--- src/pwm_fault_a_pkg.sv ---
// constants and carrier types for the fault A override controller
// assumes a 32-bit apb slave and an 8-pin, 4-pair pwm output stage
package pwm_fault_a_pkg;
    // register byte offsets
    localparam logic [7:0] OFS_FAULT_A_CONTROL = 8'h00;
    localparam logic [7:0] OFS_EVENT_STATUS = 8'h04;
    localparam logic [7:0] OFS_EVENT_MASK = 8'h08;
    localparam logic [7:0] OFS_FAULT_STATE = 8'h0C;
    // fault_a_control fields
    localparam int LEVELS_LSB = 8;
    localparam int MODE_BIT = 7;
    localparam int ENABLE_LSB = 0;
    localparam logic [15:0] CONTROL_RESET = 16'h0000;
    localparam logic [15:0] CONTROL_WRITABLE = 16'hFF8F;
    // event bits in status and mask
    localparam int EV_FAULT_SET = 0;
    localparam int EV_FAULT_DONE = 1;
    localparam int EVENTS = 2;
    localparam logic [1:0] EVENT_RESET = 2'h0;
    // fault_state readback fields and release strobe bit
    localparam int ST_PIN = 0;
    localparam int ST_LATCHED = 1;
    localparam int ST_CYCLE = 2;
    localparam int REL_BIT = 0;
    // output geometry
    localparam int PAIRS = 4;
    localparam int PINS = 8;

    // apb request from the master
    typedef struct packed {
        logic psel;
        logic penable;
        logic pwrite;
        logic [7:0] paddr;
        logic [31:0] pwdata;
    } apb_req_t;

    // apb answer to the master
    typedef struct packed {
        logic pready;
        logic pslverr;
        logic [31:0] prdata;
    } apb_rsp_t;

    // fault B request from the neighbouring controller
    typedef struct packed {
        logic [PAIRS-1:0] active;
        logic [PINS-1:0] levels;
    } fault_b_t;
endpackage

--- src/fault_pin_sync.sv ---
// two-flop synchroniser for the asynchronous fault pin
// assumes the pin may change at any time relative to pclk
`timescale 1ns/1ps
`default_nettype none
module fault_pin_sync (
    // clock and reset
    input wire logic pclk,
    input wire logic presetn,
    // pin in, synchronised level out
    input wire logic pin,
    output logic level
);
    logic meta; // first stage, read only by the second

    // plain double flop, no logic between stages
    always_ff @(posedge pclk or negedge presetn) begin
        if (!presetn) begin
            meta <= 1'b0;
            level <= 1'b0;
        end else begin
            meta <= pin;
            level <= meta;
        end
    end
endmodule
`default_nettype wire

--- src/pwm_fault_a_override_control.sv ---
// fault A override controller for a four-pair pwm output stage
// assumes generator outputs, period start and fault B come from pclk logic
//
// How it works
// - fault drives enabled pins to programmed levels
// - mode one means cycle-by-cycle fault handling
// - mode zero latches enabled pins until released
// - pair enable bit puts pair under fault
// - disabled pair ignores fault A completely
// - fault A wins over fault B
//
// The implementer's own choices: the placing of the registers and register access over APB.
`timescale 1ns/1ps
`default_nettype none
module pwm_fault_a_override_control
    import pwm_fault_a_pkg::*;
(
    // clock and reset
    input wire logic pclk,
    input wire logic presetn,
    // register bus
    input wire pwm_fault_a_pkg::apb_req_t apb_req,
    output pwm_fault_a_pkg::apb_rsp_t apb_rsp,
    // fault pin, active high, asynchronous
    input wire logic fault_a_pin,
    // pwm generator side
    input wire logic [pwm_fault_a_pkg::PINS-1:0] gen_outputs,
    input wire logic period_start,
    input wire pwm_fault_a_pkg::fault_b_t fault_b,
    // pins and interrupt
    output logic [pwm_fault_a_pkg::PINS-1:0] pin_outputs,
    output logic irq
);
    import pwm_fault_a_pkg::*;

    // whole state of the block
    typedef struct packed {
        logic [15:0] fault_a_control;
        logic [EVENTS-1:0] status;
        logic [EVENTS-1:0] mask;
        logic latched;      // latched-mode override held
        logic cycle_hold;   // cycle-by-cycle override held
        logic fault_prev;   // previous synced pin, for edge detect
        logic [31:0] prdata;
        logic [PINS-1:0] pins;
    } state_t;

    state_t cur; // registered state
    state_t next_cur; // next state
    logic fault_level; // synchronised fault pin

    // pin passes two flops before anything looks at it
    fault_pin_sync sync_u (
        .pclk(pclk),
        .presetn(presetn),
        .pin(fault_a_pin),
        .level(fault_level)
    );

    // pin-level override choice for one pin
    function automatic logic pick(input logic a_on, input logic a_lvl,
                                  input logic b_on, input logic b_lvl,
                                  input logic gen);
        if (a_on) begin
            pick = a_lvl;
        end else if (b_on) begin
            pick = b_lvl;
        end else begin
            pick = gen;
        end
    endfunction

    // true for an address the slave decodes
    function automatic logic mapped(input logic [7:0] a);
        mapped = (a == OFS_FAULT_A_CONTROL) || (a == OFS_EVENT_STATUS) ||
                 (a == OFS_EVENT_MASK) || (a == OFS_FAULT_STATE);
    endfunction

    logic setup_ph; // apb setup cycle
    logic access_ph; // apb access cycle, always completes
    logic fault_rise; // synced pin went active
    logic override_a; // fault A override in force
    logic override_was; // override in force last cycle
    logic [PAIRS-1:0] pair_en; // pairs under fault A

    // combinational next state
    always_comb begin
        next_cur = cur;
        setup_ph = apb_req.psel && !apb_req.penable;
        access_ph = apb_req.psel && apb_req.penable;
        fault_rise = fault_level && !cur.fault_prev;
        pair_en = cur.fault_a_control[ENABLE_LSB +: PAIRS];
        override_was = cur.latched || cur.cycle_hold;
        next_cur.fault_prev = fault_level;

        // software writes take effect in the access cycle
        if (access_ph && apb_req.pwrite) begin
            case (apb_req.paddr)
                OFS_FAULT_A_CONTROL: begin
                    // reserved bits 6..4 stay zero
                    next_cur.fault_a_control =
                        apb_req.pwdata[15:0] & CONTROL_WRITABLE;
                end
                OFS_EVENT_MASK: begin
                    next_cur.mask = apb_req.pwdata[EVENTS-1:0];
                end
                default: begin
                    // status is read-only; state writes only carry the release bit
                end
            endcase
        end

        // read data captured in setup, ready in access
        if (setup_ph) begin
            case (apb_req.paddr)
                OFS_FAULT_A_CONTROL: begin
                    next_cur.prdata = {16'h0000, cur.fault_a_control};
                end
                OFS_EVENT_STATUS: begin
                    next_cur.prdata = {30'h00000000, cur.status};
                end
                OFS_EVENT_MASK: begin
                    next_cur.prdata = {30'h00000000, cur.mask};
                end
                OFS_FAULT_STATE: begin
                    next_cur.prdata = {29'h00000000, cur.cycle_hold,
                                       cur.latched, fault_level};
                end
                default: begin
                    // unmapped reads as zero with an error
                    next_cur.prdata = 32'h00000000;
                end
            endcase
        end

        // read of status clears it; events below still win
        if (access_ph && !apb_req.pwrite &&
            apb_req.paddr == OFS_EVENT_STATUS) begin
            next_cur.status = EVENT_RESET;
        end

        if (cur.fault_a_control[MODE_BIT]) begin
            // cycle mode: hold while asserted, drop at period start
            next_cur.latched = 1'b0;
            if (fault_level) begin
                next_cur.cycle_hold = 1'b1;
            end else if (period_start) begin
                next_cur.cycle_hold = 1'b0;
            end
        end else begin
            // latched mode: only a release write with pin idle ends it
            next_cur.cycle_hold = 1'b0;
            if (fault_level) begin
                next_cur.latched = 1'b1;
            end else if (access_ph && apb_req.pwrite &&
                         apb_req.paddr == OFS_FAULT_STATE &&
                         apb_req.pwdata[REL_BIT]) begin
                next_cur.latched = 1'b0;
            end
        end

        override_a = next_cur.latched || next_cur.cycle_hold;

        // sticky events, set wins over read clear
        if (fault_rise) begin
            next_cur.status[EV_FAULT_SET] = 1'b1;
        end
        if (override_was && !override_a) begin
            next_cur.status[EV_FAULT_DONE] = 1'b1;
        end

        // per pin: fault A over fault B over generator
        for (int i = 0; i < PINS; i++) begin
            next_cur.pins[i] = pick(
                override_a && pair_en[i/2],
                cur.fault_a_control[LEVELS_LSB + i],
                fault_b.active[i/2], fault_b.levels[i],
                gen_outputs[i]);
        end
    end

    // single state register
    always_ff @(posedge pclk or negedge presetn) begin
        if (!presetn) begin
            cur <= '{fault_a_control: CONTROL_RESET, status: EVENT_RESET,
                     mask: EVENT_RESET, latched: 1'b0, cycle_hold: 1'b0,
                     fault_prev: 1'b0, prdata: 32'h00000000,
                     pins: {PINS{1'b0}}};
        end else begin
            cur <= next_cur;
        end
    end

    // outputs; zero wait states keep the slave simple
    assign apb_rsp.pready = 1'b1;
    assign apb_rsp.pslverr = apb_req.psel && apb_req.penable &&
                             !mapped(apb_req.paddr);
    assign apb_rsp.prdata = cur.prdata;
    assign pin_outputs = cur.pins;
    assign irq = |(cur.status & cur.mask);
endmodule
`default_nettype wire

--- config.mk ---
export PLATFORM = sky130hd
export DESIGN_NAME = pwm_fault_a_override_control
export DESIGN_NICKNAME = d
export VERILOG_FILES = /design/src/pwm_fault_a_pkg.sv /design/src/fault_pin_sync.sv /design/src/pwm_fault_a_override_control.sv
export SDC_FILE = /design/constraint.sdc
export NUM_CORES = 1
export LEC_CHECK = 0
export BUFFER_PORTS_ARGS = -buffer_cell sky130_fd_sc_hd__clkbuf_2
export CORE_ASPECT_RATIO = 2
export CORE_MARGIN = 4
export CORE_UTILIZATION = 38
export DETAILED_ROUTE_END_ITERATION = 16
export PLACE_DENSITY = 0.66
export SLEW_MARGIN = 20
export SYNTH_ARGS = -nofsm -noshare
export SYNTH_HDL_FRONTEND = slang
export SYNTH_HIERARCHICAL = 1
export SYNTH_SLANG_ARGS = --single-unit
--- constraint.sdc ---
create_clock -name pclk -period 2.1 [get_ports pclk]
set_input_delay 0.525 -clock pclk [delete_from_list [all_inputs] [get_ports pclk]]
set_output_delay 0.525 -clock pclk [all_outputs]
set_load 0.05 [all_outputs]
# Word level (Yosys, flattened, before mapping)

Index checks and enable logic that the tools add are counted.

Reduce and logical (&&, ||, !) cells: 30
Eq/ne operators: 3
Bitwise logic cells: 1
Muxes and demuxes: 25

Operator list:

| operator                                                        | number |
|---|---|
| 16-bit case mux with 4 select lines                             | 1 |
| 1-bit two-way mux                                               | 22 |
| 8-bit by 4-bit == test with 1-bit output, second input constant | 2 |
| 1-bit logical AND                                               | 14 |
| 8-bit by 3-bit == test with 1-bit output, second input constant | 1 |
| 8-bit logical NOT                                               | 1 |
| 1-bit logical NOT                                               | 5 |
| 1-bit logical OR                                                | 5 |
| 2-bit two-way mux                                               | 2 |
| 2-bit AND reduction                                             | 2 |
| 2-bit nonzero test                                              | 2 |
| 2-bit bitwise AND                                               | 1 |
| 2-bit OR reduction                                              | 1 |

Logic and storage cells: 70
Bits in registers: 62
Bits of input ports: 67
Output and inout bits: 43

# Depth between registers and ports, before layout

Depth after elaboration: 11
Gate-level depth with buffers: 7
Mapped depth without buffers: 4

# Modules after synthesis

Netlist, hierarchy kept.

Modules (own cells, without submodules):

| module                       | instances | seq. area each (µm²) | cells each | area an instance (µm²) |
|---|---|---|---|---|
| pwm_fault_a_override_control | 1         | 1026.0               | 226        | 2471.1 |
| fault_pin_sync               | 1         | 50.0                 | 2          | 50.0 |

# Least setup slack after synthesis

OpenSTA, ideal clock, no wires.

Path kind: input -> register
Start point: input port apb_req[37] (netlist bit)
End point: register cur[50] (netlist bit)
Cell stages on the path: 5
Required time: 1.975 ns
Arrival time: 1.745 ns
Slack: 0.230 ns
Path buffers: 1
Library setup time: 0.125 ns
Cells stage by stage: nor4_4 > nand4_2 > nor3_4 > buf_12 > mux2_4

Cells in the longest elaborated chain, start to end: 2

RTL lines:

| element                       | line                                | RTL |
|---|---|---|
| start: declaration            | pwm_fault_a_override_control.sv:22  | `input wire pwm_fault_a_pkg::apb_req_t apb_req,` |
| 8-bit logical NOT             | pwm_fault_a_override_control.sv:98  | `case (apb_req.paddr)` |
| 2-bit AND reduction (no line) | --                                  |  |
| end signal: assignment        | pwm_fault_a_override_control.sv:185 | `cur <= '{fault_a_control: CONTROL_RESET, status: EVENT_RESET,` |
| end signal: assignment        | pwm_fault_a_override_control.sv:190 | `cur <= next_cur;` |
| end: declaration              | pwm_fault_a_override_control.sv:48  | `state_t cur;` |

Every way passes these cells.
A chain may end at the register's enable or synchronous reset.

==> impl_metrics.yaml <==
status:
  outcome: "finished, final reports clean"
sta:
  finalSetupViolations: 0
  relSlewSlack_pct: 60.2
  final.period_utilization_pct: 94.0
  finalClockSkew_ns: 0.00491
  max_slew_violation_count: 0
  setup_repair_after_global_routing_missed_its_margin: "no"
  fin_worst_hold_slack_ns: 0.194
  final_critical_delay_including_setup_and_external_delays_ns: 1.97
  total_negative_slack_for_setup_checks_ns: 0
  hold_violations: 0
  fmaxAchievable_mhz: 506
  max_slew.worst_pin.slew_ns: 0.598
critical_path:
  worst_path_required_ns: 1.57
  timing.critical_path.max_delay_family: "simple AND/OR/NAND/NOR gates"
  reg2regPathDepth: 3
  setup.worst_path.end_class: "output port"
  crit_path_cell_trace: "clkbuf_2 -> nor4_4 -> nand2_2 -> and2_1 -> clkbuf_2"
  timing_worst_setup_path_type: "input port to output port"
  critPathLaunch: "apb_req[37]"
  regToRegStartpoint: "sync_u/level"
  cp_max_fanout: 4
  critical_path_depth: 5
  critical-path-top-cell-by-count: "sky130_fd_sc_hd__clkbuf_2"
  critical_path_arrival_ns: 1.45
  critPathMaxStageDelay_ns: 0.36
  cell_with_the_biggest_individual_delay_on_the_critical_path: "sky130_fd_sc_hd__nor4_4"
  worstSetupStartpointType: "input port"
  critical_path_buf_inv_count: 2
  r2r_setup_slack_ns: 0.39
  worst_r2r_endpoint: "pin_outputs[0]"
logic_synthesis:
  avgSynthCellArea_um2: 11.1
  synthArstFlopShare_pct: 100
  synth_ff_type: "sky130_fd_sc_hd__dfrtp_1"
  synth_sequential_area_ratio_pct: 42.7
  ys.warnings.count: 6
  synth_seq_cells: 43
  count_of_flip_flops_with_a_built_in_enable_after_synthesis: 0
  syn_area_um2: 2520
  synth_cell_type_count: 37
  post_synth_inst_count: 228
global_routing:
  grt_max_degree: 21
  grt_use_total_pct: 14.4
  global_route_wire_length_before_repair_um: 8760
  first_global_vias: 1835
  grt_antenna_before_repair: 0
  globalRoute.totalOverflow: 0
clock_tree:
  clock_network_latency_to_the_later_pin_of_the_worst_skew_pair_ns: 0.28
  clock_tree.buffer_depth: 2
  tritoncts: "done"
  tritoncts_num_sinks: 43
  cts.hold.buffers_added: 0
  post_cts_resized: 0
  postCtsSetupRepairBufs: 0
  cts_buffers: 5
  path_clk_slew_ns: 0.06
  cts-root-buf: "sky130_fd_sc_hd__clkbuf_16"
  htreeDepth: 2
finish:
  layout.area.seq_um2: 1080
  area.growth.synth_to_final_pct: 13.7
  final.fill_count: 616
  finish.net_count: 344
  number_of_diodes: 0
  multi_input_area_um2: 1110
  drive_above_1_share_pct: 41.7
routing:
  dr_total_vias: 1819
  drt_drc_violations_left: 0
  post_detailed_routing_wire_length_um: 5590
  detailedRoute.firstIterationViolations: 34
  post_drt_via_cell_ratio: 5.00
  detail_route.first_pass.iterations: 4
  drt.antenna.violating_nets: 0
  wl_per_cell_um: 15.4
floorplanning:
  die_outline_width_um: 65.6
  core_um2: 6360
  rows: 41
  die_h_um: 123
  io_pins: 110
  fp.dieArea_um2: 8080
  initial_utilization_pct: 39.6
placed_design:
  gp_congestion: 0.766
  place_hpwl_um: 4370
  port_buffers: 70
pwr:
  power_density_nw_per_um2: 670
  p_leak_nw: 1.42
  vdd_drop_max_uv: 319
  fin_total_pwr_mw: 1.92
min_path:
  min_path_type: "input port to async pin"
run:
  maxCapViolCount: 0
-- worst reg2reg max path, delay by kind of cell (launching register included) --
| kind | cells | cell delay [ns] |
|---|---|---|
| flops | 1 | 0.60 |
| simple gates | 2 | 0.64 |
| compound gates | 1 | 0.40 |
-- report_power, final --
group          switching [mW]  internal [mW]
combinational           0.219         0.0896
clock                   0.308          0.438
sequential             0.0155          0.849
-- area by class of cell --
class / instances / share of cell area [%]
clock buffer: 6 / 4.50
clock inverter: 2 / 0.436
inverter: 1 / 0.131
multi-input combinational: 147 / 38.6
sequential: 43 / 37.5
tap: 86 / 3.75
timing repair buffer: 79 / 15.0
-- worst max-delay path by stage --
stage	end	slack (ns)
2_1_floorplan	cur[50]	0.23
3_3_place_gp	cur[43]	0.08
3_5_place_dp	cur[48]	0.06
4_1_cts	apb_rsp[32]	0.11
5_1_grt	apb_rsp[32]	0.07
6_report	apb_rsp[32]	0.13
-- cell usage after synthesis (8+ instances only) --
cell type | number | share of area [%]
sky130_fd_sc_hd__mux2_4 | 10 | 6.0
sky130_fd_sc_hd__nor2_1 | 11 | 1.6
sky130_fd_sc_hd__nand2_1 | 11 | 1.6
sky130_fd_sc_hd__nor4_1 | 8 | 2.0
sky130_fd_sc_hd__nor3_1 | 8 | 1.6
sky130_fd_sc_hd__dfrtp_1 | 43 | 43
sky130_fd_sc_hd__a22o_1 | 13 | 4.5
sky130_fd_sc_hd__mux2_2 | 13 | 5.8
sky130_fd_sc_hd__buf_4 | 42 | 13
sky130_fd_sc_hd__nor2b_1 | 10 | 2.5
sky130_fd_sc_hd__a221o_1 | 8 | 3.2
sky130_fd_sc_hd__o22ai_1 | 8 | 2.0
-- state kept, by name, summed over array words and instances, names as in the netlist --
signal and flops:
cur 20, pin_outputs 8, sync_u/meta 1, apb_rsp 13, sync_u/level 1
-- cell families after synthesis --
logic type	Yosys count	share of synthesized area [%]
AND/OR/NAND/NOR	66	16.0
buffers and inverters	56	16.1
flip-flops	43	42.7
AO/OA/AOI/OAI	36	11.4
multiplexers	25	13.5
other	2	0.298
-- per-layer routing --
layer / up-vias / track usage, % / wire (µm)
li1: 859 / - / -
met1: 872 / 15.0 / 1960
met2: 74 / 26.4 / 3030
met3: 14 / 1.55 / 311
met4: 0 / 9.74 / 282
met5: - / 0 / 0
-- placed cells by master (no fill, tap or decap), types with 10 or more instances in the layout --
cell                        n
sky130_fd_sc_hd__nand2_1   11
sky130_fd_sc_hd__a22o_1    13
sky130_fd_sc_hd__conb_1    20
sky130_fd_sc_hd__mux2_2    13
sky130_fd_sc_hd__clkbuf_2  70
sky130_fd_sc_hd__nor2b_1   10
sky130_fd_sc_hd__nor2_1    11
sky130_fd_sc_hd__mux2_4    10
sky130_fd_sc_hd__dfrtp_1   43
-- stage by stage --
step	util, %	cell area, µm²	setup slack (ns)	cells
after CTS	45.1	2870	0.111	364
final	45.1	2870	0.125	364
after detailed placement	42.8	2730	0.0631	356
after global placement	42.8	2730	0.0831	356
after global routing	45.1	2870	0.0664	364
after floorplan	-	2590	0.230	246
No activity file was read; power rests on OpenSTA's default activity.
